$ cat config.mk
export PLATFORM = sky130hd
export DESIGN_NAME = eif_top
export DESIGN_NICKNAME = d
export VERILOG_FILES = /design/src/rtl/eif_pkg.sv /design/src/rtl/eif_edge.sv /design/src/rtl/eif_top.sv
export VERILOG_INCLUDE_DIRS = /design/src /design/src/rtl
export SDC_FILE = /design/constraint.sdc
export NUM_CORES = 1
export LEC_CHECK = 0
export ABC_AREA = 1
export BUFFER_PORTS_ARGS = -buffer_cell sky130_fd_sc_hd__buf_2
export CAP_MARGIN = 15
export CORE_ASPECT_RATIO = 0.7
export CORE_UTILIZATION = 61
export CTS_CLUSTER_DIAMETER = 40
export DETAILED_ROUTE_END_ITERATION = 6
export PLACE_DENSITY_LB_ADDON = 0.15
export SLEW_MARGIN = 20
export SYNTH_ARGS = -nofsm -noshare
export SYNTH_HDL_FRONTEND = slang
export SYNTH_SLANG_ARGS = --single-unit
$ cat constraint.sdc
create_clock -name sys_clk -period 2.6 [get_ports sys_clk]
set_clock_uncertainty 0.2 [all_clocks]
set_input_delay 0.52 -clock sys_clk [delete_from_list [all_inputs] [get_ports sys_clk]]
set_output_delay 0.52 -clock sys_clk [all_outputs]
set_load 0.02 [all_outputs]
$ cat src/rtl/eif_regs.svh
// register offsets, field positions and reset values of the external interrupt front end
// Operation
// - falling edge on interrupt-1 line sets the interrupt-1 edge flag.
// - falling edge on interrupt-0 line sets the interrupt-0 edge flag.
// - core service acknowledge clears the matching request flag by hardware, except level-mode flags of interrupts 0 and 1.
// - interrupt-1 type bit: 1 means falling edge, 0 means low level.
// - interrupt-0 type bit: 1 means falling edge, 0 means low level.
// - interrupt-3 polarity bit: 0 falling edge active, 1 rising edge active.
// - interrupt-2 polarity bit selects falling (0) or rising (1) active edge.
// - request flags of interrupts 2 to 6 sit at bits 1 to 5.
// - timer overflow flags at bits 7 and 5; run bits 6 and 4 drive timer_one_run and timer_zero_run.
// - shared lines OR masked sources; each source has mask and flag bits.
// - user pins drive interrupt 0 (high priority) and 1 (low priority).
// - interrupts 2 and 3 come from own pins with selectable edge.
// - line 4 card, line 5 usb/clock/keypad, line 6 bus/supply/comparator.
// - combined sources of lines 4 to 6 become rising edges.
// - an external request reaches the core only while its enable bit is set; timer requests are not gated.
// - reading a shared source flag register clears its flags.
`ifndef EIF_REGS_SVH
`define EIF_REGS_SVH

`define EIF_TPC_ADDR     8'h88
`define EIF_IRF_ADDR     8'hC0
`define EIF_EPC_ADDR     8'hC8
`define EIF_IEN_ADDR     8'hD8
`define EIF_UMASK_ADDR   8'hD9
`define EIF_UHI_ADDR     8'hDA
`define EIF_F4_ADDR      8'hE0
`define EIF_M4_ADDR      8'hE1
`define EIF_F5_ADDR      8'hE2
`define EIF_M5_ADDR      8'hE3
`define EIF_F6_ADDR      8'hE4
`define EIF_M6_ADDR      8'hE5

`define EIF_RST_8        8'h00

`define EIF_TPC_T1_OVF   7
`define EIF_TPC_T1_RUN   6
`define EIF_TPC_T0_OVF   5
`define EIF_TPC_T0_RUN   4
`define EIF_TPC_E1_FLAG  3
`define EIF_TPC_E1_TYPE  2
`define EIF_TPC_E0_FLAG  1
`define EIF_TPC_E0_TYPE  0

`define EIF_EPC_E3_POL   6
`define EIF_EPC_E2_POL   5
`define EIF_EPC_MASK     8'h60

`define EIF_IRF_LO       1
`define EIF_IRF_HI       5
`define EIF_IRF_MASK     8'h3E

`define EIF_IEN_MASK     8'h7F

`endif

$ cat src/rtl/eif_pkg.sv
// types shared by the external interrupt front end
package eif_pkg;

  typedef struct packed {
    logic [7:0] addr;
    logic [7:0] wdata;
    logic       wr;
    logic       rd;
  } eif_bus_t;

  typedef struct packed {
    logic [6:0] ext;
    logic       timer_one;
    logic       timer_zero;
  } eif_ack_t;

  typedef struct packed {
    logic [6:0] ext;
    logic       timer_one;
    logic       timer_zero;
  } eif_req_t;

  typedef struct packed {
    logic       prev;
  } eif_edge_state_t;

  typedef struct packed {
    logic [7:0] tpc;
    logic [7:0] epc;
    logic [7:0] irf;
    logic [7:0] ien;
    logic [7:0] umask;
    logic [7:0] uhi;
    logic [7:0] f4;
    logic [7:0] m4;
    logic [7:0] f5;
    logic [7:0] m5;
    logic [7:0] f6;
    logic [7:0] m6;
    logic [7:0] rdata;
  } eif_state_t;

endpackage

$ cat src/rtl/eif_edge.sv
// one line sampler with selectable active edge
`timescale 1ns/1ps
module eif_edge
  import eif_pkg::*;
(
  // clock and reset
  input  wire logic sys_clk,
  input  wire logic rst_b,
  // line
  input  wire logic sig,
  input  wire logic rise_sel,
  // result
  output logic      lvl,
  output logic      pulse
);

  eif_edge_state_t st;
  eif_edge_state_t next_st;

  always_comb
  begin
    next_st      = st;
    next_st.prev = sig;
  end

  always_ff @(posedge sys_clk)
  begin
    if (!rst_b)
      st <= '{prev: 1'b1};
    else
      st <= next_st;
  end

  assign lvl   = st.prev;
  // reset holds prev high so a line low at release counts as a falling edge
  assign pulse = rise_sel ? (sig & ~st.prev) : (~sig & st.prev);

endmodule // eif_edge

$ cat src/rtl/eif_top.sv
// external interrupt front end: flags, edge detection and register port
//
// Decided for this implementation: the strobed register port.
`timescale 1ns/1ps
`include "eif_regs.svh"
module eif_top
  import eif_pkg::*;
(
  // clock and reset
  input  wire logic       sys_clk,
  input  wire logic       rst_b,
  // register port
  input  wire eif_bus_t   bus,
  output logic [7:0]      rd_data,
  // interrupt pins
  input  wire logic [7:0] user_io_pins,
  input  wire logic       ext_two_pin,
  input  wire logic       ext_three_pin,
  // peripheral source events
  input  wire logic [7:0] card_evt,
  input  wire logic [7:0] hub_evt,
  input  wire logic [7:0] sys_evt,
  input  wire logic       timer_zero_ovf,
  input  wire logic       timer_one_ovf,
  // core side
  input  wire eif_ack_t   ack,
  output eif_req_t        req,
  output logic            timer_zero_run,
  output logic            timer_one_run
);

  eif_state_t st;
  eif_state_t next_st;

  logic [6:0] line;
  logic [6:0] rise_sel;
  logic [6:0] lvl;
  logic [6:0] pulse;
  logic       hi_low;
  logic       lo_low;

  // user pins are active low; a masked low pin pulls its group line low
  assign hi_low = |(~user_io_pins & st.umask & st.uhi);
  assign lo_low = |(~user_io_pins & st.umask & ~st.uhi);

  assign line[0] = ~hi_low;
  assign line[1] = ~lo_low;
  assign line[2] = ext_two_pin;
  assign line[3] = ext_three_pin;
  // shared lines: masked source flags ORed into one level
  assign line[4] = |(st.f4 & st.m4);
  assign line[5] = |(st.f5 & st.m5);
  assign line[6] = |(st.f6 & st.m6);

  assign rise_sel[0] = 1'b0;
  assign rise_sel[1] = 1'b0;
  assign rise_sel[2] = st.epc[`EIF_EPC_E2_POL];
  assign rise_sel[3] = st.epc[`EIF_EPC_E3_POL];
  // the core sees lines 4 to 6 as rising edge events
  assign rise_sel[4] = 1'b1;
  assign rise_sel[5] = 1'b1;
  assign rise_sel[6] = 1'b1;

  genvar gi;
  generate
    for (gi = 0; gi < 7; gi++)
    begin : g_line
      eif_edge u_edge
      (
        .sys_clk  (sys_clk),
        .rst_b    (rst_b),
        .sig      (line[gi]),
        .rise_sel (rise_sel[gi]),
        .lvl      (lvl[gi]),
        .pulse    (pulse[gi])
      );
    end
  endgenerate

  always_comb
  begin
    next_st       = st;
    next_st.rdata = 8'h00;

    // software writes
    if (bus.wr)
    begin
      if (bus.addr == `EIF_TPC_ADDR)
      begin
        next_st.tpc = bus.wdata;
      end
      else if (bus.addr == `EIF_IRF_ADDR)
      begin
        next_st.irf = bus.wdata & `EIF_IRF_MASK;
      end
      else if (bus.addr == `EIF_EPC_ADDR)
      begin
        next_st.epc = bus.wdata & `EIF_EPC_MASK;
      end
      else if (bus.addr == `EIF_IEN_ADDR)
      begin
        next_st.ien = bus.wdata & `EIF_IEN_MASK;
      end
      else if (bus.addr == `EIF_UMASK_ADDR)
      begin
        next_st.umask = bus.wdata;
      end
      else if (bus.addr == `EIF_UHI_ADDR)
      begin
        next_st.uhi = bus.wdata;
      end
      else if (bus.addr == `EIF_M4_ADDR)
      begin
        next_st.m4 = bus.wdata;
      end
      else if (bus.addr == `EIF_M5_ADDR)
      begin
        next_st.m5 = bus.wdata;
      end
      else if (bus.addr == `EIF_M6_ADDR)
      begin
        next_st.m6 = bus.wdata;
      end
    end

    // software reads; source flag registers clear as they are read
    if (bus.rd)
    begin
      if (bus.addr == `EIF_TPC_ADDR)
      begin
        next_st.rdata = st.tpc;
      end
      else if (bus.addr == `EIF_IRF_ADDR)
      begin
        next_st.rdata = st.irf;
      end
      else if (bus.addr == `EIF_EPC_ADDR)
      begin
        next_st.rdata = st.epc;
      end
      else if (bus.addr == `EIF_IEN_ADDR)
      begin
        next_st.rdata = st.ien;
      end
      else if (bus.addr == `EIF_UMASK_ADDR)
      begin
        next_st.rdata = st.umask;
      end
      else if (bus.addr == `EIF_UHI_ADDR)
      begin
        next_st.rdata = st.uhi;
      end
      else if (bus.addr == `EIF_F4_ADDR)
      begin
        next_st.rdata = st.f4;
        next_st.f4    = `EIF_RST_8;
      end
      else if (bus.addr == `EIF_M4_ADDR)
      begin
        next_st.rdata = st.m4;
      end
      else if (bus.addr == `EIF_F5_ADDR)
      begin
        next_st.rdata = st.f5;
        next_st.f5    = `EIF_RST_8;
      end
      else if (bus.addr == `EIF_M5_ADDR)
      begin
        next_st.rdata = st.m5;
      end
      else if (bus.addr == `EIF_F6_ADDR)
      begin
        next_st.rdata = st.f6;
        next_st.f6    = `EIF_RST_8;
      end
      else if (bus.addr == `EIF_M6_ADDR)
      begin
        next_st.rdata = st.m6;
      end
      else
      begin
        next_st.rdata = 8'h00;
      end
    end

    // per-source events set after the read clear, so an event in the read cycle survives
    next_st.f4 = next_st.f4 | card_evt;
    next_st.f5 = next_st.f5 | hub_evt;
    next_st.f6 = next_st.f6 | sys_evt;

    // core acknowledges clear flags; sets below win on a collision
    if (ack.ext[0])
    begin
      next_st.tpc[`EIF_TPC_E0_FLAG] = 1'b0;
    end
    if (ack.ext[1])
    begin
      next_st.tpc[`EIF_TPC_E1_FLAG] = 1'b0;
    end
    for (int k = 2; k < 7; k++)
    begin
      if (ack.ext[k])
      begin
        next_st.irf[k - 1] = 1'b0;
      end
    end
    if (ack.timer_zero)
    begin
      next_st.tpc[`EIF_TPC_T0_OVF] = 1'b0;
    end
    if (ack.timer_one)
    begin
      next_st.tpc[`EIF_TPC_T1_OVF] = 1'b0;
    end

    // timer overflow flags
    if (timer_zero_ovf)
    begin
      next_st.tpc[`EIF_TPC_T0_OVF] = 1'b1;
    end
    if (timer_one_ovf)
    begin
      next_st.tpc[`EIF_TPC_T1_OVF] = 1'b1;
    end

    // interrupt 0: edge or level
    if (st.tpc[`EIF_TPC_E0_TYPE])
    begin
      if (pulse[0])
      begin
        next_st.tpc[`EIF_TPC_E0_FLAG] = 1'b1;
      end
    end
    else
    begin
      // level mode follows the sampled line, so service cannot drop a held request
      next_st.tpc[`EIF_TPC_E0_FLAG] = ~lvl[0];
    end

    // interrupt 1: edge or level
    if (st.tpc[`EIF_TPC_E1_TYPE])
    begin
      if (pulse[1])
      begin
        next_st.tpc[`EIF_TPC_E1_FLAG] = 1'b1;
      end
    end
    else
    begin
      next_st.tpc[`EIF_TPC_E1_FLAG] = ~lvl[1];
    end

    // interrupts 2 to 6 land at bits 1 to 5
    for (int k = 2; k < 7; k++)
    begin
      if (pulse[k])
      begin
        next_st.irf[k - 1] = 1'b1;
      end
    end
  end

  always_ff @(posedge sys_clk)
  begin
    if (!rst_b)
    begin
      st.tpc   <= `EIF_RST_8;
      st.epc   <= `EIF_RST_8;
      st.irf   <= `EIF_RST_8;
      st.ien   <= `EIF_RST_8;
      st.umask <= `EIF_RST_8;
      st.uhi   <= `EIF_RST_8;
      st.f4    <= `EIF_RST_8;
      st.m4    <= `EIF_RST_8;
      st.f5    <= `EIF_RST_8;
      st.m5    <= `EIF_RST_8;
      st.f6    <= `EIF_RST_8;
      st.m6    <= `EIF_RST_8;
      st.rdata <= `EIF_RST_8;
    end
    else
    begin
      st <= next_st;
    end
  end

  assign rd_data = st.rdata;

  // only enabled flags are presented to the core; timers are gated by the core itself
  assign req.ext[0]     = st.tpc[`EIF_TPC_E0_FLAG] & st.ien[0];
  assign req.ext[1]     = st.tpc[`EIF_TPC_E1_FLAG] & st.ien[1];
  assign req.ext[6:2]   = st.irf[`EIF_IRF_HI:`EIF_IRF_LO] & st.ien[6:2];
  assign req.timer_zero = st.tpc[`EIF_TPC_T0_OVF];
  assign req.timer_one  = st.tpc[`EIF_TPC_T1_OVF];

  // run bits are plain storage for the timers
  assign timer_zero_run = st.tpc[`EIF_TPC_T0_RUN];
  assign timer_one_run  = st.tpc[`EIF_TPC_T1_RUN];

endmodule // eif_top

==> reports/qor.yml <==
floorplanning:
  die_area_um2: 8830
  floorplan.initialDensity: 0.641
  die_h_um: 78.9
  die_width_um: 112
  core_area_um2: 8040
  num_io_pins: 84
  num_rows: 27
clocking:
  cts_buffers: 9
  cts_root_buf: "clkbuf_16"
  cts_max_path_buffers: 2
  post_cts_buffers: 0
  cts_tree: "built"
  cts-htree-levels: 3
  insertion_delay_ns: 0.35
  clkSlewWorstSetupHoldPaths_ns: 0.06
  post_cts_resized: 0
  ctsHoldBuffers: 0
  clock_sinks: 101
timing:
  relSlewSlack: 0.633
  hold_viol: 0
  max_freq_mhz: 484
  layout_min_cycle_time_ns: 2.06
  finalMaxSlewViolations: 0
  grt_setup_unrepaired: "no"
  finalCritPeriodShare: 0.794
  finalSetupViolCount: 0
  setup_tns_ns: 0
  tightest_slew_ns: 0.550
logic_synthesis:
  ys_seq_area_frac: 0.392
  synthTopCellsByArea: "dfxtp_1 39%, nand2_1 13%, inv_1 7.8%"
  yosys_warnings: 0
  ys_types: 34
  syn_avg_cell_area_um2: 6.69
  synth_top_area_share: 0.392
  synth_cells: 770
  synth_area_leader_cell: "dfxtp_1"
  synth.cell_area_um2: 5150
  ys_ff_latch: 101
  syn_nets: 835
finish:
  multi_input_area_um2: 2510
  fillCellCount: 684
  finish.utilization: 0.727
  nets: 905
  fin_area_um2: 5840
  regArea_um2: 2020
  diodes: 0
  drive_gt1_frac: 0.165
  area_growth_pct: 13.4
setup_path:
  path_cells: "buf_2, inv_1, nand2_1, nor2_4, buf_4, nand3_1, nor2_1, nor2_1, nand2_1, nand2_1, nand2_1, nand2_1, nand3b_1, nand2_1, inv_1"
  arrival_ns: 2.16
  required_ns: 2.70
  rr_endpoint: "st[99]$_SDFFE_PN0P_"
  timing.rr.start: "st[62]$_SDFFE_PN0P_"
  crit_top_cell: "nand2_1"
  critPathCapture: "rd_data[5]$_SDFF_PN0_"
  criticalPathCategory: "input pin to register"
  cp_max_fo: 20
  cp-startpoint: "bus[14]"
  crit_path_top_delay_cell: "buf_4"
  max_stage_delay_ns: 0.29
  endpoint_kind: "register"
  start_kind: "input pin"
  reg2reg_depth: 9
  rrSetupSlack_ns: 1.02
detailed_routing:
  wl_met1_um: 6790
  wl_per_cell_um: 16.3
  wirelength_um: 15400
  dr.pass1.iters: 7
  vias_per_cell: 5.68
  met2_length_um: 6470
  highest_layer: "met4"
  route.vias.total: 5363
  drt_iter0_drc: 547
  drc: 14
  ant_nets: 0
  wl_met3_um: 1650
power:
  irDropWorstVdd_uv: 370
  powerDensity_nw_per_um2: 543
  seqPwrFrac: 0.509
  comb_power_share: 0.074
  leakage_nw: 2.80
  clkPwrFrac: 0.417
  p_sw_frac: 0.243
  switchingPower_w: 0.000771
  p_int_w: 0.00240
global_routing:
  grt_pass1_vias: 4872
  grt.total_usage: 0.359
  grt_overflow: 0
  grt_max_degree: 50
  grt_first_pass_wirelength_um: 24200
  grt_antenna_before_repair: 0
worst_hold_path:
  hp-class: "input pin to register"
run_status:
  status: "finished, violations left"
  violations: "DRC"
place:
  hpwl_um: 11300
  place_area_um2: 5560
  place_congestion: 0.971
  portBuffers: 83
flow_run:
  maxCapViolations: 0
[cell type report]
cell class / instances / share of cell area
clock buffers: 10 / 0.0392
clock inverters: 5 / 0.00899
inverters: 113 / 0.0726
multi-input cells: 523 / 0.429
flip-flops and latches: 101 / 0.346
well taps: 101 / 0.0216
repair buffers: 92 / 0.0827
[how the worst min path moves through the flow]
stage / from / depth (start not counted) / to
floorplan: st[47]$_SDFFE_PN0P_ / 2 / st[47]$_SDFFE_PN0P_
detailed placement: st[43]$_SDFFE_PN0P_ / 2 / st[43]$_SDFFE_PN0P_
global route: ext_three_pin / 3 / g_line[3].u_edge.lvl$_SDFF_PN1_
finish: ext_three_pin / 3 / g_line[3].u_edge.lvl$_SDFF_PN1_
global placement: st[32]$_SDFF_PN0_ / 2 / st[32]$_SDFF_PN0_
CTS: ext_three_pin / 3 / g_line[3].u_edge.lvl$_SDFF_PN1_
[critical path: cells and delay by family]
kind	cells	cell delay, ns
and+or+nand+nor	11	1.08
buffers and inverters	4	0.57
[layer usage]
metal,global-route usage,vias up
met5,0,-
met4,0.154,0
met3,0.0969,50
met2,0.545,307
met1,0.482,2411
li1,-,2595
[sequential cells by signal (all words and copies together) (netlist names)]
signal / cells
st: 80
rise_sel: 2
g_line.u_edge.lvl: 7
timer_one_run: 1
rd_data: 8
timer_zero_run: 1
req: 2
[synthesized netlist by cell type (all sizes together)]
cell	count
or2	4
a21o	1
a211oi	7
o21ai	34
clkbuf	13
o211ai	2
nand3	56
a22o	4
nor4b	1
nand4	15
inv	113
nor3	5
nand2	182
a21oi	79
a221oi	2
buf	20
o22ai	12
a31oi	2
dfxtp	101
nand3b	5
and3	1
nor2	111
[logic make-up after synthesis]
| group | share of synthesized area |
|---|---|
| DFF | 0.392 |
| buffers and inverters | 0.121 |
| and+or+nand+nor | 0.334 |
| AOI/OAI and AO/OA | 0.152 |
[per-stage QoR]
stage	cells	power (W)	hold WS, ns	setup slack (ns)
4_1_cts	945	0.00317	0.166	0.590
3_5_place_dp	930	0.00188	0.272	0.231
6_report	945	0.00317	0.167	0.536
2_1_floorplan	770	0.00177	0.248	0.637
5_1_grt	945	0.00326	0.186	0.350
3_3_place_gp	930	0.00187	0.266	0.226
[power by group through the flow]
stage | sequential, W | combinational [W] | clock [W]
after floorplan | 0.00164 | 0.000130 | 0
after global placement | 0.00165 | 0.000222 | 0
after detailed placement | 0.00165 | 0.000227 | 0
after CTS | 0.00161 | 0.000229 | 0.00133
after global routing | 0.00162 | 0.000258 | 0.00138
final | 0.00162 | 0.000234 | 0.00132
[cell usage in the layout (no fill, tap or decap), drive strengths merged, types with 2 or more instances in the layout]
cell and n:
a21oi 79, o22ai 12, nor2 111, clkbuf 10, inv 113, a211oi 7
nand2 182, a221oi 2, o211ai 2, buf 92, o21ai 34, nand4 15
dfxtp 101, nor3 5, or2 4, nand3 56, a22o 4, nand3b 5
clkinv 3, a31oi 2
No activity file was read; power rests on OpenSTA's default activity.
